===== src/core/pwa_defs.vh =====
`ifndef PWA_DEFS_VH
`define PWA_DEFS_VH

// Clock rate of sys_clk in MHz
`define PWA_CLK_MHZ 200
// Length of the power-on clear pulse in clock cycles
`define PWA_POC_CYCLES 16
// Least closure stretch time in milliseconds
`define PWA_STRETCH_MS 10
// Stretch time as clock cycles, rounded up (whole cycles already)
`define PWA_STRETCH_CYCLES (`PWA_STRETCH_MS * `PWA_CLK_MHZ * 1000)
// Divider from sys_clk to the sequencer time base
`define PWA_SEQ_DIV 8
// Output word width and the width of each half latch
`define PWA_WORD_W 12
`define PWA_HALF_W 6

`endif


===== src/core/pwa_input_shaper.v =====
`include "pwa_defs.vh"

// One input channel: synchroniser, edge capture, optional closure stretch
module pwa_input_shaper #(
	parameter STRETCH_CYCLES = `PWA_STRETCH_CYCLES
) (
	// Clock and reset
	input wire sys_clk,
	input wire rst_n,
	// Power-on clear, active high
	input wire power_on_clear,
	// Raw pin and closure option
	input wire pulse_pin,
	input wire contact_closure_option,
	// Request handshake with the arbiter
	input wire ack,
	output reg request,
	// Conditioned input level, high while asserted or stretched
	output reg level
);

	reg sync_a; // First synchroniser stage, read only by sync_b
	reg sync_b; // Second synchroniser stage
	reg prev; // Previous synchronised level for edge detection
	reg [31:0] stretch_cnt; // Remaining stretch cycles

	wire rise = sync_b & ~prev;
	// While stretching, further edges are bounce and are dropped
	wire stretching = (stretch_cnt != 32'h0000_0000);
	wire take = rise & ~(contact_closure_option & stretching);

	// Two-flop synchroniser on the pin
	always @(posedge sys_clk) begin
		if (!rst_n) begin
			sync_a <= 1'b0;
			sync_b <= 1'b0;
			prev <= 1'b0;
		end else begin
			sync_a <= pulse_pin;
			sync_b <= sync_a;
			prev <= sync_b;
		end
	end

	// Closure stretch: hold the level for the least time after a closure
	always @(posedge sys_clk) begin
		if (!rst_n || power_on_clear) begin
			stretch_cnt <= 32'h0000_0000;
		end else if (contact_closure_option && take) begin
			stretch_cnt <= STRETCH_CYCLES;
		end else if (stretching) begin
			stretch_cnt <= stretch_cnt - 32'h0000_0001;
		end
	end

	// Conditioned level seen by the quiescence check
	always @(posedge sys_clk) begin
		if (!rst_n || power_on_clear) begin
			level <= 1'b0;
		end else begin
			level <= sync_b | (contact_closure_option & stretching);
		end
	end

	// Pending request; a new edge wins over a same-cycle acknowledge
	always @(posedge sys_clk) begin
		if (!rst_n || power_on_clear) begin
			request <= 1'b0;
		end else if (take) begin
			request <= 1'b1;
		end else if (ack) begin
			request <= 1'b0;
		end
	end

endmodule


===== src/core/pwa_out_latch.v =====
`include "pwa_defs.vh"

// Half of the output latch: transparent until frozen, cleared by low clear
module pwa_out_latch #(
	parameter W = `PWA_HALF_W
) (
	// Clock and reset
	input wire sys_clk,
	input wire rst_n,
	// Active-low clear from the power-on clear
	input wire clear_n,
	// Transparent pass and load command
	input wire pass,
	input wire load,
	// Data in and held data out
	input wire [W-1:0] d,
	output reg [W-1:0] q
);

	// Follow the data while passing, take it once on a load, else hold
	always @(posedge sys_clk) begin
		if (!rst_n || !clear_n) begin
			q <= {W{1'b0}};
		end else if (pass || load) begin
			q <= d;
		end
	end

endmodule


===== src/core/pwa_top.v =====
`include "pwa_defs.vh"

// Summary of operation
// - Power-up issues active-high clear to shapers, counter
// - Inverted clear zeroes both six-bit latches
// - Two identical channels: count and update
// - Each input edge outside a stretch records a pending request
// - Closure option stretches input to least time
// - Arbiter starts one of two exclusive sequencers
// - Starting either sequencer resets the other
// - Sequencers advance only on internal time base
// - Counter counts up on inverted pulse fall
// - Counter accumulates until reset, then zero
// - Counter feeds two six-bit latches, twelve bits
// - First latch upper half, second lower half
// - Latches pass data until input quiescent
// - Latch command when quiescent freezes contents
module pwa_top #(
	parameter STRETCH_CYCLES = `PWA_STRETCH_CYCLES,
	parameter POC_CYCLES = `PWA_POC_CYCLES,
	parameter SEQ_DIV = `PWA_SEQ_DIV,
	parameter WORD_W = `PWA_WORD_W,
	parameter HALF_W = `PWA_HALF_W
) (
	// Clock and reset
	input wire sys_clk,
	input wire rst_n,
	// Input pins
	input wire count_pin,
	input wire update_pin,
	input wire contact_closure_option,
	// Output word for the ladder
	output wire [WORD_W-1:0] dac_word,
	// Status
	output reg power_on_clear,
	output reg seq_busy
);

	// Count sequencer states, one-hot
	localparam [2:0] C_IDLE = 3'h1;
	localparam [2:0] C_LOW = 3'h2;
	localparam [2:0] C_HIGH = 3'h4;
	// Update sequencer states, one-hot
	localparam [3:0] U_IDLE = 4'h1;
	localparam [3:0] U_WAIT = 4'h2;
	localparam [3:0] U_LATCH = 4'h4;
	localparam [3:0] U_CLR = 4'h8;

	reg [15:0] poc_cnt; // Cycles elapsed of the power-on clear
	reg poc_done; // Clear pulse has finished
	reg power_on_clear_n; // Inverted clear to the latches
	reg opt_a; // Option strap synchroniser, first stage
	reg opt_b; // Option strap, synchronised
	reg [7:0] div_cnt; // Time base divider
	reg tick; // One-cycle sequencer time base
	reg [2:0] cnt_state; // Count sequencer
	reg [3:0] upd_state; // Update sequencer
	reg prio_upd; // Round-robin: update wins next tie
	reg cnt_ack; // Acknowledge to the count channel
	reg upd_ack; // Acknowledge to the update channel
	reg count_pulse_n; // Inverted count pulse to the counter
	reg pulse_prev; // Previous inverted pulse, for fall detection
	reg [WORD_W-1:0] counter; // Binary accumulation counter
	reg pass; // Latches transparent after power-on
	reg latch_cmd; // One-cycle freeze command
	reg next_prio_upd; // Arbiter outcome for the priority flag
	reg start_cnt; // Arbiter grants a count sequence
	reg start_upd; // Arbiter grants an update sequence

	wire cnt_req;
	wire upd_req;
	// Only the count channel's level decides quiescence
	wire cnt_level;

	// Power-on clear: held high for a fixed time after reset release
	always @(posedge sys_clk) begin
		if (!rst_n) begin
			poc_cnt <= 16'h0000;
			poc_done <= 1'b0;
			power_on_clear <= 1'b1;
			power_on_clear_n <= 1'b0;
		end else if (!poc_done) begin
			poc_cnt <= poc_cnt + 16'h0001;
			if (poc_cnt == POC_CYCLES[15:0] - 16'h0001) begin
				poc_done <= 1'b1;
				power_on_clear <= 1'b0;
				power_on_clear_n <= 1'b1;
			end
		end
	end

	// Synchronise the option strap, it comes from a pin
	always @(posedge sys_clk) begin
		if (!rst_n) begin
			opt_a <= 1'b0;
			opt_b <= 1'b0;
		end else begin
			opt_a <= contact_closure_option;
			opt_b <= opt_a;
		end
	end

	// Two identical channels, one per external source
	pwa_input_shaper #(.STRETCH_CYCLES(STRETCH_CYCLES)) u_count_ch (
		.sys_clk(sys_clk),
		.rst_n(rst_n),
		.power_on_clear(power_on_clear),
		.pulse_pin(count_pin),
		.contact_closure_option(opt_b),
		.ack(cnt_ack),
		.request(cnt_req),
		.level(cnt_level)
	);

	// Update level is left open: a long update closure cannot hold off the freeze
	// The request path is all that the update sequencer needs from this channel
	pwa_input_shaper #(.STRETCH_CYCLES(STRETCH_CYCLES)) u_update_ch (
		.sys_clk(sys_clk),
		.rst_n(rst_n),
		.power_on_clear(power_on_clear),
		.pulse_pin(update_pin),
		.contact_closure_option(opt_b),
		.ack(upd_ack),
		.request(upd_req),
		.level()
	);

	// Free-running time base; sequencers move only on its tick
	always @(posedge sys_clk) begin
		if (!rst_n) begin
			div_cnt <= 8'h00;
			tick <= 1'b0;
		end else if (div_cnt == SEQ_DIV[7:0] - 8'h01) begin
			div_cnt <= 8'h00;
			tick <= 1'b1;
		end else begin
			div_cnt <= div_cnt + 8'h01;
			tick <= 1'b0;
		end
	end

	// Arbiter: grants one request on a tick while both sequencers rest
	always @* begin
		start_cnt = 1'b0;
		start_upd = 1'b0;
		next_prio_upd = prio_upd;
		if (tick && !power_on_clear && cnt_state == C_IDLE && upd_state == U_IDLE) begin
			// A tie goes to the side whose turn it is; the loser stays pending
			if (upd_req && (!cnt_req || prio_upd)) begin
				start_upd = 1'b1;
				next_prio_upd = 1'b0;
			end else if (cnt_req) begin
				start_cnt = 1'b1;
				next_prio_upd = 1'b1;
			end
		end
	end

	// Acknowledges and the fairness flag
	always @(posedge sys_clk) begin
		if (!rst_n) begin
			prio_upd <= 1'b0;
			cnt_ack <= 1'b0;
			upd_ack <= 1'b0;
		end else begin
			prio_upd <= next_prio_upd;
			cnt_ack <= start_cnt;
			upd_ack <= start_upd;
		end
	end

	// Count sequencer: one low then high inverted pulse per request
	always @(posedge sys_clk) begin
		if (!rst_n || power_on_clear) begin
			cnt_state <= C_IDLE;
			count_pulse_n <= 1'b1;
		end else if (start_upd) begin
			cnt_state <= C_IDLE;
			count_pulse_n <= 1'b1;
		end else if (start_cnt) begin
			cnt_state <= C_LOW;
			count_pulse_n <= 1'b0;
		end else if (tick) begin
			case (cnt_state)
				C_LOW: begin
					cnt_state <= C_HIGH;
					count_pulse_n <= 1'b1;
				end
				C_HIGH: begin
					cnt_state <= C_IDLE;
				end
				C_IDLE: begin
					cnt_state <= C_IDLE;
				end
				default: begin
					cnt_state <= C_IDLE;
					count_pulse_n <= 1'b1;
				end
			endcase
		end
	end

	// Update sequencer: wait quiescent, freeze latches, then clear counter
	always @(posedge sys_clk) begin
		if (!rst_n || power_on_clear) begin
			upd_state <= U_IDLE;
			latch_cmd <= 1'b0;
		end else if (start_cnt) begin
			upd_state <= U_IDLE;
			latch_cmd <= 1'b0;
		end else if (start_upd) begin
			upd_state <= U_WAIT;
			latch_cmd <= 1'b0;
		end else if (tick) begin
			latch_cmd <= 1'b0;
			case (upd_state)
				U_WAIT: begin
					// A stretched closure is still counted as active input
					if (!cnt_level) begin
						upd_state <= U_LATCH;
						latch_cmd <= 1'b1;
					end
				end
				U_LATCH: begin
					upd_state <= U_CLR;
				end
				U_CLR: begin
					upd_state <= U_IDLE;
				end
				U_IDLE: begin
					upd_state <= U_IDLE;
				end
				default: begin
					upd_state <= U_IDLE;
				end
			endcase
		end else begin
			latch_cmd <= 1'b0;
		end
	end

	// Busy flag shows either sequencer running
	// Registered, so it trails the sequencer states by one cycle
	always @(posedge sys_clk) begin
		if (!rst_n) begin
			seq_busy <= 1'b0;
		end else begin
			seq_busy <= (cnt_state != C_IDLE) || (upd_state != U_IDLE);
		end
	end

	// Counter: up on each fall of the inverted pulse, zero on clear
	// Edge detection means a held low pulse can never count twice
	always @(posedge sys_clk) begin
		if (!rst_n) begin
			pulse_prev <= 1'b1;
			counter <= {WORD_W{1'b0}};
		end else begin
			pulse_prev <= count_pulse_n;
			if (power_on_clear) begin
				counter <= {WORD_W{1'b0}};
			end else if (tick && upd_state == U_CLR) begin
				counter <= {WORD_W{1'b0}};
			end else if (pulse_prev && !count_pulse_n) begin
				counter <= counter + {{(WORD_W-1){1'b0}}, 1'b1};
			end
		end
	end

	// Latches run transparent from power-on until the first freeze
	always @(posedge sys_clk) begin
		if (!rst_n || power_on_clear) begin
			pass <= 1'b1;
		end else if (latch_cmd) begin
			pass <= 1'b0;
		end
	end

	// Upper half, holding the most significant bit
	pwa_out_latch #(.W(HALF_W)) u_latch_hi (
		.sys_clk(sys_clk),
		.rst_n(rst_n),
		.clear_n(power_on_clear_n),
		.pass(pass),
		.load(latch_cmd),
		.d(counter[WORD_W-1:HALF_W]),
		.q(dac_word[WORD_W-1:HALF_W])
	);

	// Lower half, ending at the least significant bit
	pwa_out_latch #(.W(HALF_W)) u_latch_lo (
		.sys_clk(sys_clk),
		.rst_n(rst_n),
		.clear_n(power_on_clear_n),
		.pass(pass),
		.load(latch_cmd),
		.d(counter[HALF_W-1:0]),
		.q(dac_word[HALF_W-1:0])
	);

endmodule


===== config.mk =====
export PLATFORM = sky130hd
export DESIGN_NAME = pwa_top
export DESIGN_NICKNAME = d
export VERILOG_FILES = /design/src/core/pwa_input_shaper.v /design/src/core/pwa_out_latch.v /design/src/core/pwa_top.v
export VERILOG_INCLUDE_DIRS = /design/src /design/src/core
export SDC_FILE = /design/constraint.sdc
export NUM_CORES = 1
export LEC_CHECK = 0
export BUFFER_PORTS_ARGS = -buffer_cell sky130_fd_sc_hd__buf_4
export CORE_ASPECT_RATIO = 1.1
export CORE_MARGIN = 2
export CORE_UTILIZATION = 55
export DETAILED_ROUTE_END_ITERATION = 6
export GPL_TIMING_DRIVEN = 0
export PLACE_DENSITY = 0.83
export REMOVE_ABC_BUFFERS = 1
export SKIP_CTS_REPAIR_TIMING = 1
export SYNTH_ARGS = -nofsm -noshare
export SYNTH_HDL_FRONTEND = slang
export SYNTH_HIERARCHICAL = 1
export SYNTH_SLANG_ARGS = --single-unit

===== constraint.sdc =====
create_clock -name sys_clk -period 3 [get_ports sys_clk]
set_input_delay 0.3 -clock sys_clk [delete_from_list [all_inputs] [get_ports sys_clk]]
set_output_delay 0.3 -clock sys_clk [all_outputs]
set_load 0.02 [all_outputs]

**Word level (Yosys, flattened, before mapping)**

Index checks and enable logic that the tools add are counted.
Widths: inputs -> output; s select.

- Bits in registers: 142
- Input port bits: 5
- Output and inout port bits: 14
- Word-level logic and storage cells: 140

- Add/sub/neg operators: 5
- Equal/unequal tests: 14
- Muxes and demuxes: 29
- Bitwise operators: 15
- Reduce and logical (&&, ||, !) cells: 41

Operators by type and width:

| kind | count |
|---|---|
| $mux 21 | 4 |
| $reduce_bool 32->1 | 2 |
| $sub 32x1->32 const B | 2 |
| $mux 1 | 18 |
| $add 16x1->16 const B | 1 |
| $eq 16x4->1 const B | 1 |
| $reduce_bool 2->1 | 7 |
| $add 12x1->12 const B | 1 |
| $reduce_or 2->1 | 6 |
| $reduce_and 2->1 | 5 |
| $add 8x1->8 const B | 1 |
| $eq 8x3->1 const B | 1 |
| $logic_and 1x1->1 | 8 |
| $mux 2 | 4 |
| $not 1->1 | 8 |
| $pmux 4 s2 | 1 |
| $and 1x1->1 | 6 |
| $reduce_or 3->1 | 2 |
| $logic_not 1->1 | 5 |
| $logic_or 1x1->1 | 5 |
| $reduce_or 5->1 | 1 |
| $eq 4x1->1 const B | 1 |
| $eq 4x2->1 const B | 1 |
| $eq 4x3->1 const B | 1 |
| other kinds (12) | 12 |

**Logic depth before layout (Yosys ltp)**

- Depth after elaboration: 7
- Mapped depth: 9
- Gate-level depth less buffers: 7

**Hierarchy**

Netlist, hierarchy kept.

By module, submodules not included:

| module | instances | cells each | area each (sq um) | sequential area each (sq um) |
|---|---|---|---|---|
| pwa_input_shaper | 2 | 203 | 1,855.5 | 740.7 |
| pwa_top | 1 | 260 | 2,396.0 | 1,141.1 |
| pwa_out_latch | 2 | 27 | 252.7 | 120.1 |

**Least setup slack after synthesis**

No wires, ideal clock.

- Path kind: register to register
- Start point: reg u_count_ch.stretch_cnt[24]
- End point: reg u_count_ch.stretch_cnt[31]
- Library setup time: 130 ps
- Arrival time: 2,545 ps
- Data required time: 2,870 ps
- Path slack: 325 ps
- Cell stages (with the launch flop): 9
- Buffers on the path: 3
- Period minus slack after synthesis: 2,675 ps
- Path through: dfxtp_1 or4_1 buf_2 or4_4 or4_4 buf_6 o21ai_4 buf_6 a21oi_1

- Word-level cells in the longest chain between the ends: 6
- Elaborated cells on any way between the ends: 7
- Classes of those cells: add/sub: 1; bitwise: 3; reduce/logical: 3

Ends and longest elaborated chain:

| item | RTL line | RTL |
|---|---|---|
| start: declaration | pwa_input_shaper.v:25 | `reg [31:0] stretch_cnt;` |
| start signal: assignment | pwa_input_shaper.v:52 | `stretch_cnt <= stretch_cnt - 32'h0000_0001;` |
| branches (longest 6 deep; another with $sub 32x1->32) | n/a |  |

Parallel ways; which one is timed is not known.
A chain may end at the register's enable or synchronous reset.

**Worst setup path in the final report**

- Start point: reg u_count_ch.stretch_cnt[24]
- End point: reg u_count_ch.stretch_cnt[1]

- Word-level cells in the longest chain between the ends: 6

Ends and longest elaborated chain:

| item | RTL line | RTL |
|---|---|---|
| $reduce_bool 32->1 (*) | pwa_input_shaper.v:29 | `wire stretching = (stretch_cnt != 32'h0000_0000);` |
| $and 1x1->1 | pwa_input_shaper.v:30 | `wire take = rise & ~(contact_closure_option & stretching);` |
| $not 1->1 | pwa_input_shaper.v:30 |  |
| $and 1x1->1 | pwa_input_shaper.v:30 |  |
| $logic_and 1x1->1 | pwa_input_shaper.v:49 | `end else if (contact_closure_option && take) begin` |
| $reduce_or 2->1 (no source line) | n/a |  |

Mark *: on every way between the ends. The rest lies on a longest branch, timed or not.

==> summary.md <==
| Metric | Value |
|---|---|
| Result of the run | finished, final reports clean |
| Post-place setup slack | -0.1458 ns |
| Antenna violations before repair | 0 |
| CTS tree | done |
| Global route overflow | 0 |
| Worst hold path type | input port to flip-flop |
| Crit path kind | flip-flop to flip-flop |
| Final WS setup | 0.09279 ns |
| Net count, final | 740 |
| Clock-pin slew on the worst setup and hold paths | 0.06 ns |
| DRC violation count after routing | 0 |
| Fillers | 913 |
| Initial Utilization | 56.79% |
| Commonest non-fill, non-tap cell in the layout | dfxtp_1 |
| Sw Share | 20.18% |
| Die area | 12860 µm² |
| Core Region | 11590 µm² |
| Hold Vio Cnt, Final | 0 |
| Crit path time final | 2.907 ns |
| Die W | 108.3 µm |
| Clock skew | 0.009845 ns |
| Sequential power share | 44.5% |
| Ratio of cells with drive above 1 in the final layout | 14.71% |
| Multi-input logic area | 3553 µm² |
| DR vias | 5627 |
| Crit Path Max Fanout | 13 |
| CTS H-tree depth | 4 |
| Peak supply drop | 0.4405 mV |
| CP required | 3.29 ns |
| Post-synthesis cell area | 6584 µm² |
| Pleak | 2.593 nW |
| Comb pwr share | 0.9% |
| Int Pwr | 3.420 mW |
| Commonest cells after routing, fill and taps aside | dfxtp_1, nor2_1, a21oi_1, or4_1, o21ai_0 |
| Number of port buffers | 18 |
| Die H | 118.8 µm |
| Switching power | 864.6 µW |
| Vias in the first global route | 5403 |
| Root buf cell | clkbuf_16 |
| Pin count of the biggest net entering global routing | 26 |
| DR WL/cell | 16.77 µm |
| ANT cells | 0 |
| RD Place Congestion | 0.7981 |
| Crit path DAT | 3.20 ns |
| Worst rel slew slack | 36.48% |
| Peak Freq | 344.0 MHz |
| WL final | 14940 µm |
| Area Overhead vs Synth | 13.76% |
| Total number of yosys warnings | 6 |
| DRT Pass-1 Iters | 7 |
| Clk pwr share | 54.7% |
| Final setup fails | 0 |
| Startpoint types | flip-flop |
| Max Root-Sink Buffers | 2 |
| Initial detailed-routing violation count | 288 |
| First-pass GRT wire length | 24710 µm |
| Clock latency at the later pin of the worst-skew pair | 0.42 ns |
| Mapped Cells | 717 |
| Row count | 41 |
| Power Density | 572.1 nW/µm² |
| Routed Antenna Nets | 0 |
| Post-detail-place hpwl | 8994 µm |
| Clock sinks | 142 |
| Syn_area_per_cell | 9.182 µm² |
| Period utilization | 96.91% |
| Max Cap Viol | 0 |
| Via density | 6.315 |
| Total GRT Usage | 23.54% |
| CP Capture Type | flip-flop |
| TritonCTS Buffers | 17 |
| FF+latch area | 2843 µm² |
| Tightest Pin Transition | 0.9405 ns |
| I/O pin total | 19 |
| Pins over their slew limit | 0 |
| Final Util | 64.60% |
-- worst max-delay path: stages (launching register included) --
cell and delay [ns]:
dfxtp_1 0.34, or4_1 0.65, or4_4 0.58, or4_4 0.66
o21ai_4 0.44, a211oi_1 0.10
-- layout make-up --
class / count / area share [%]
Multi-Input combinational cell: 528 / 47.44
Sequential cell: 142 / 37.96
Clock buffer: 20 / 5.964
Clock inverter: 12 / 2.773
Timing Repair Buffer: 27 / 2.756
Tap cell: 150 / 2.506
Inverter: 12 / 0.6014
-- power groups by stage --
| stage | logic (mW) | clock network, mW | registers [mW] |
|---|---|---|---|
| floorplan | 0.0236 | 0 | 1.94 |
| global placement | 0.0352 | 0 | 1.95 |
| detailed placement | 0.0367 | 0 | 1.95 |
| CTS | 0.0370 | 2.35 | 1.91 |
| global route | 0.0422 | 2.44 | 1.91 |
| finish | 0.0367 | 2.34 | 1.91 |
-- state kept, by name (all words and copies together) (netlist names), 3 cells and up --
name	flops
u_latch_hi/q	6
u_update_ch/stretch_cnt	32
cnt_state	3
counter	12
poc_cnt	16
u_latch_lo/q	6
upd_state	4
u_count_ch/stretch_cnt	32
div_cnt	8
-- routing by layer --
metal  wire length, µm  share of wire, %  vias to the layer above  GRT usage, %
li1                  -                 -                     2737             -
met3               582               3.9                       26         5.185
met5                 0                 0                        -             0
met2              7799                52                      153         40.92
met1              6279                42                     2711         27.80
met4               281               1.9                        0         9.455
-- per-stage QoR --
stage | cells | hold slack (ns) | instance area, µm² | power [mW] | TNS [ns]
4_1_cts | 883 | 0.08416 | 7373 | 4.295 | -7.557
6_report | 891 | 0.08645 | 7490 | 4.285 | 0
3_5_place_dp | 851 | 0.4236 | 6719 | 1.984 | -6.501
5_1_grt | 891 | 0.09155 | 7490 | 4.393 | -0.02121
3_3_place_gp | 848 | 0.4232 | 6673 | 1.981 | -34.23
2_1_floorplan | 680 | 0.3732 | 6350 | 1.968 | -10.87
-- path summary, 6_finish.rpt --
check                                   from                        end  slack (ns)  depth (start not counted)
hold reg to reg                   div_cnt[0]                 div_cnt[0]        0.44                          1
setup / recovery  u_count_ch/stretch_cnt[24]  u_count_ch/stretch_cnt[1]        0.09                          5
hold / removal                     count_pin          u_count_ch/sync_a        0.09                          2
setup reg to reg  u_count_ch/stretch_cnt[24]  u_count_ch/stretch_cnt[1]        0.09                          5
Power figures use the tool's default switching activity.
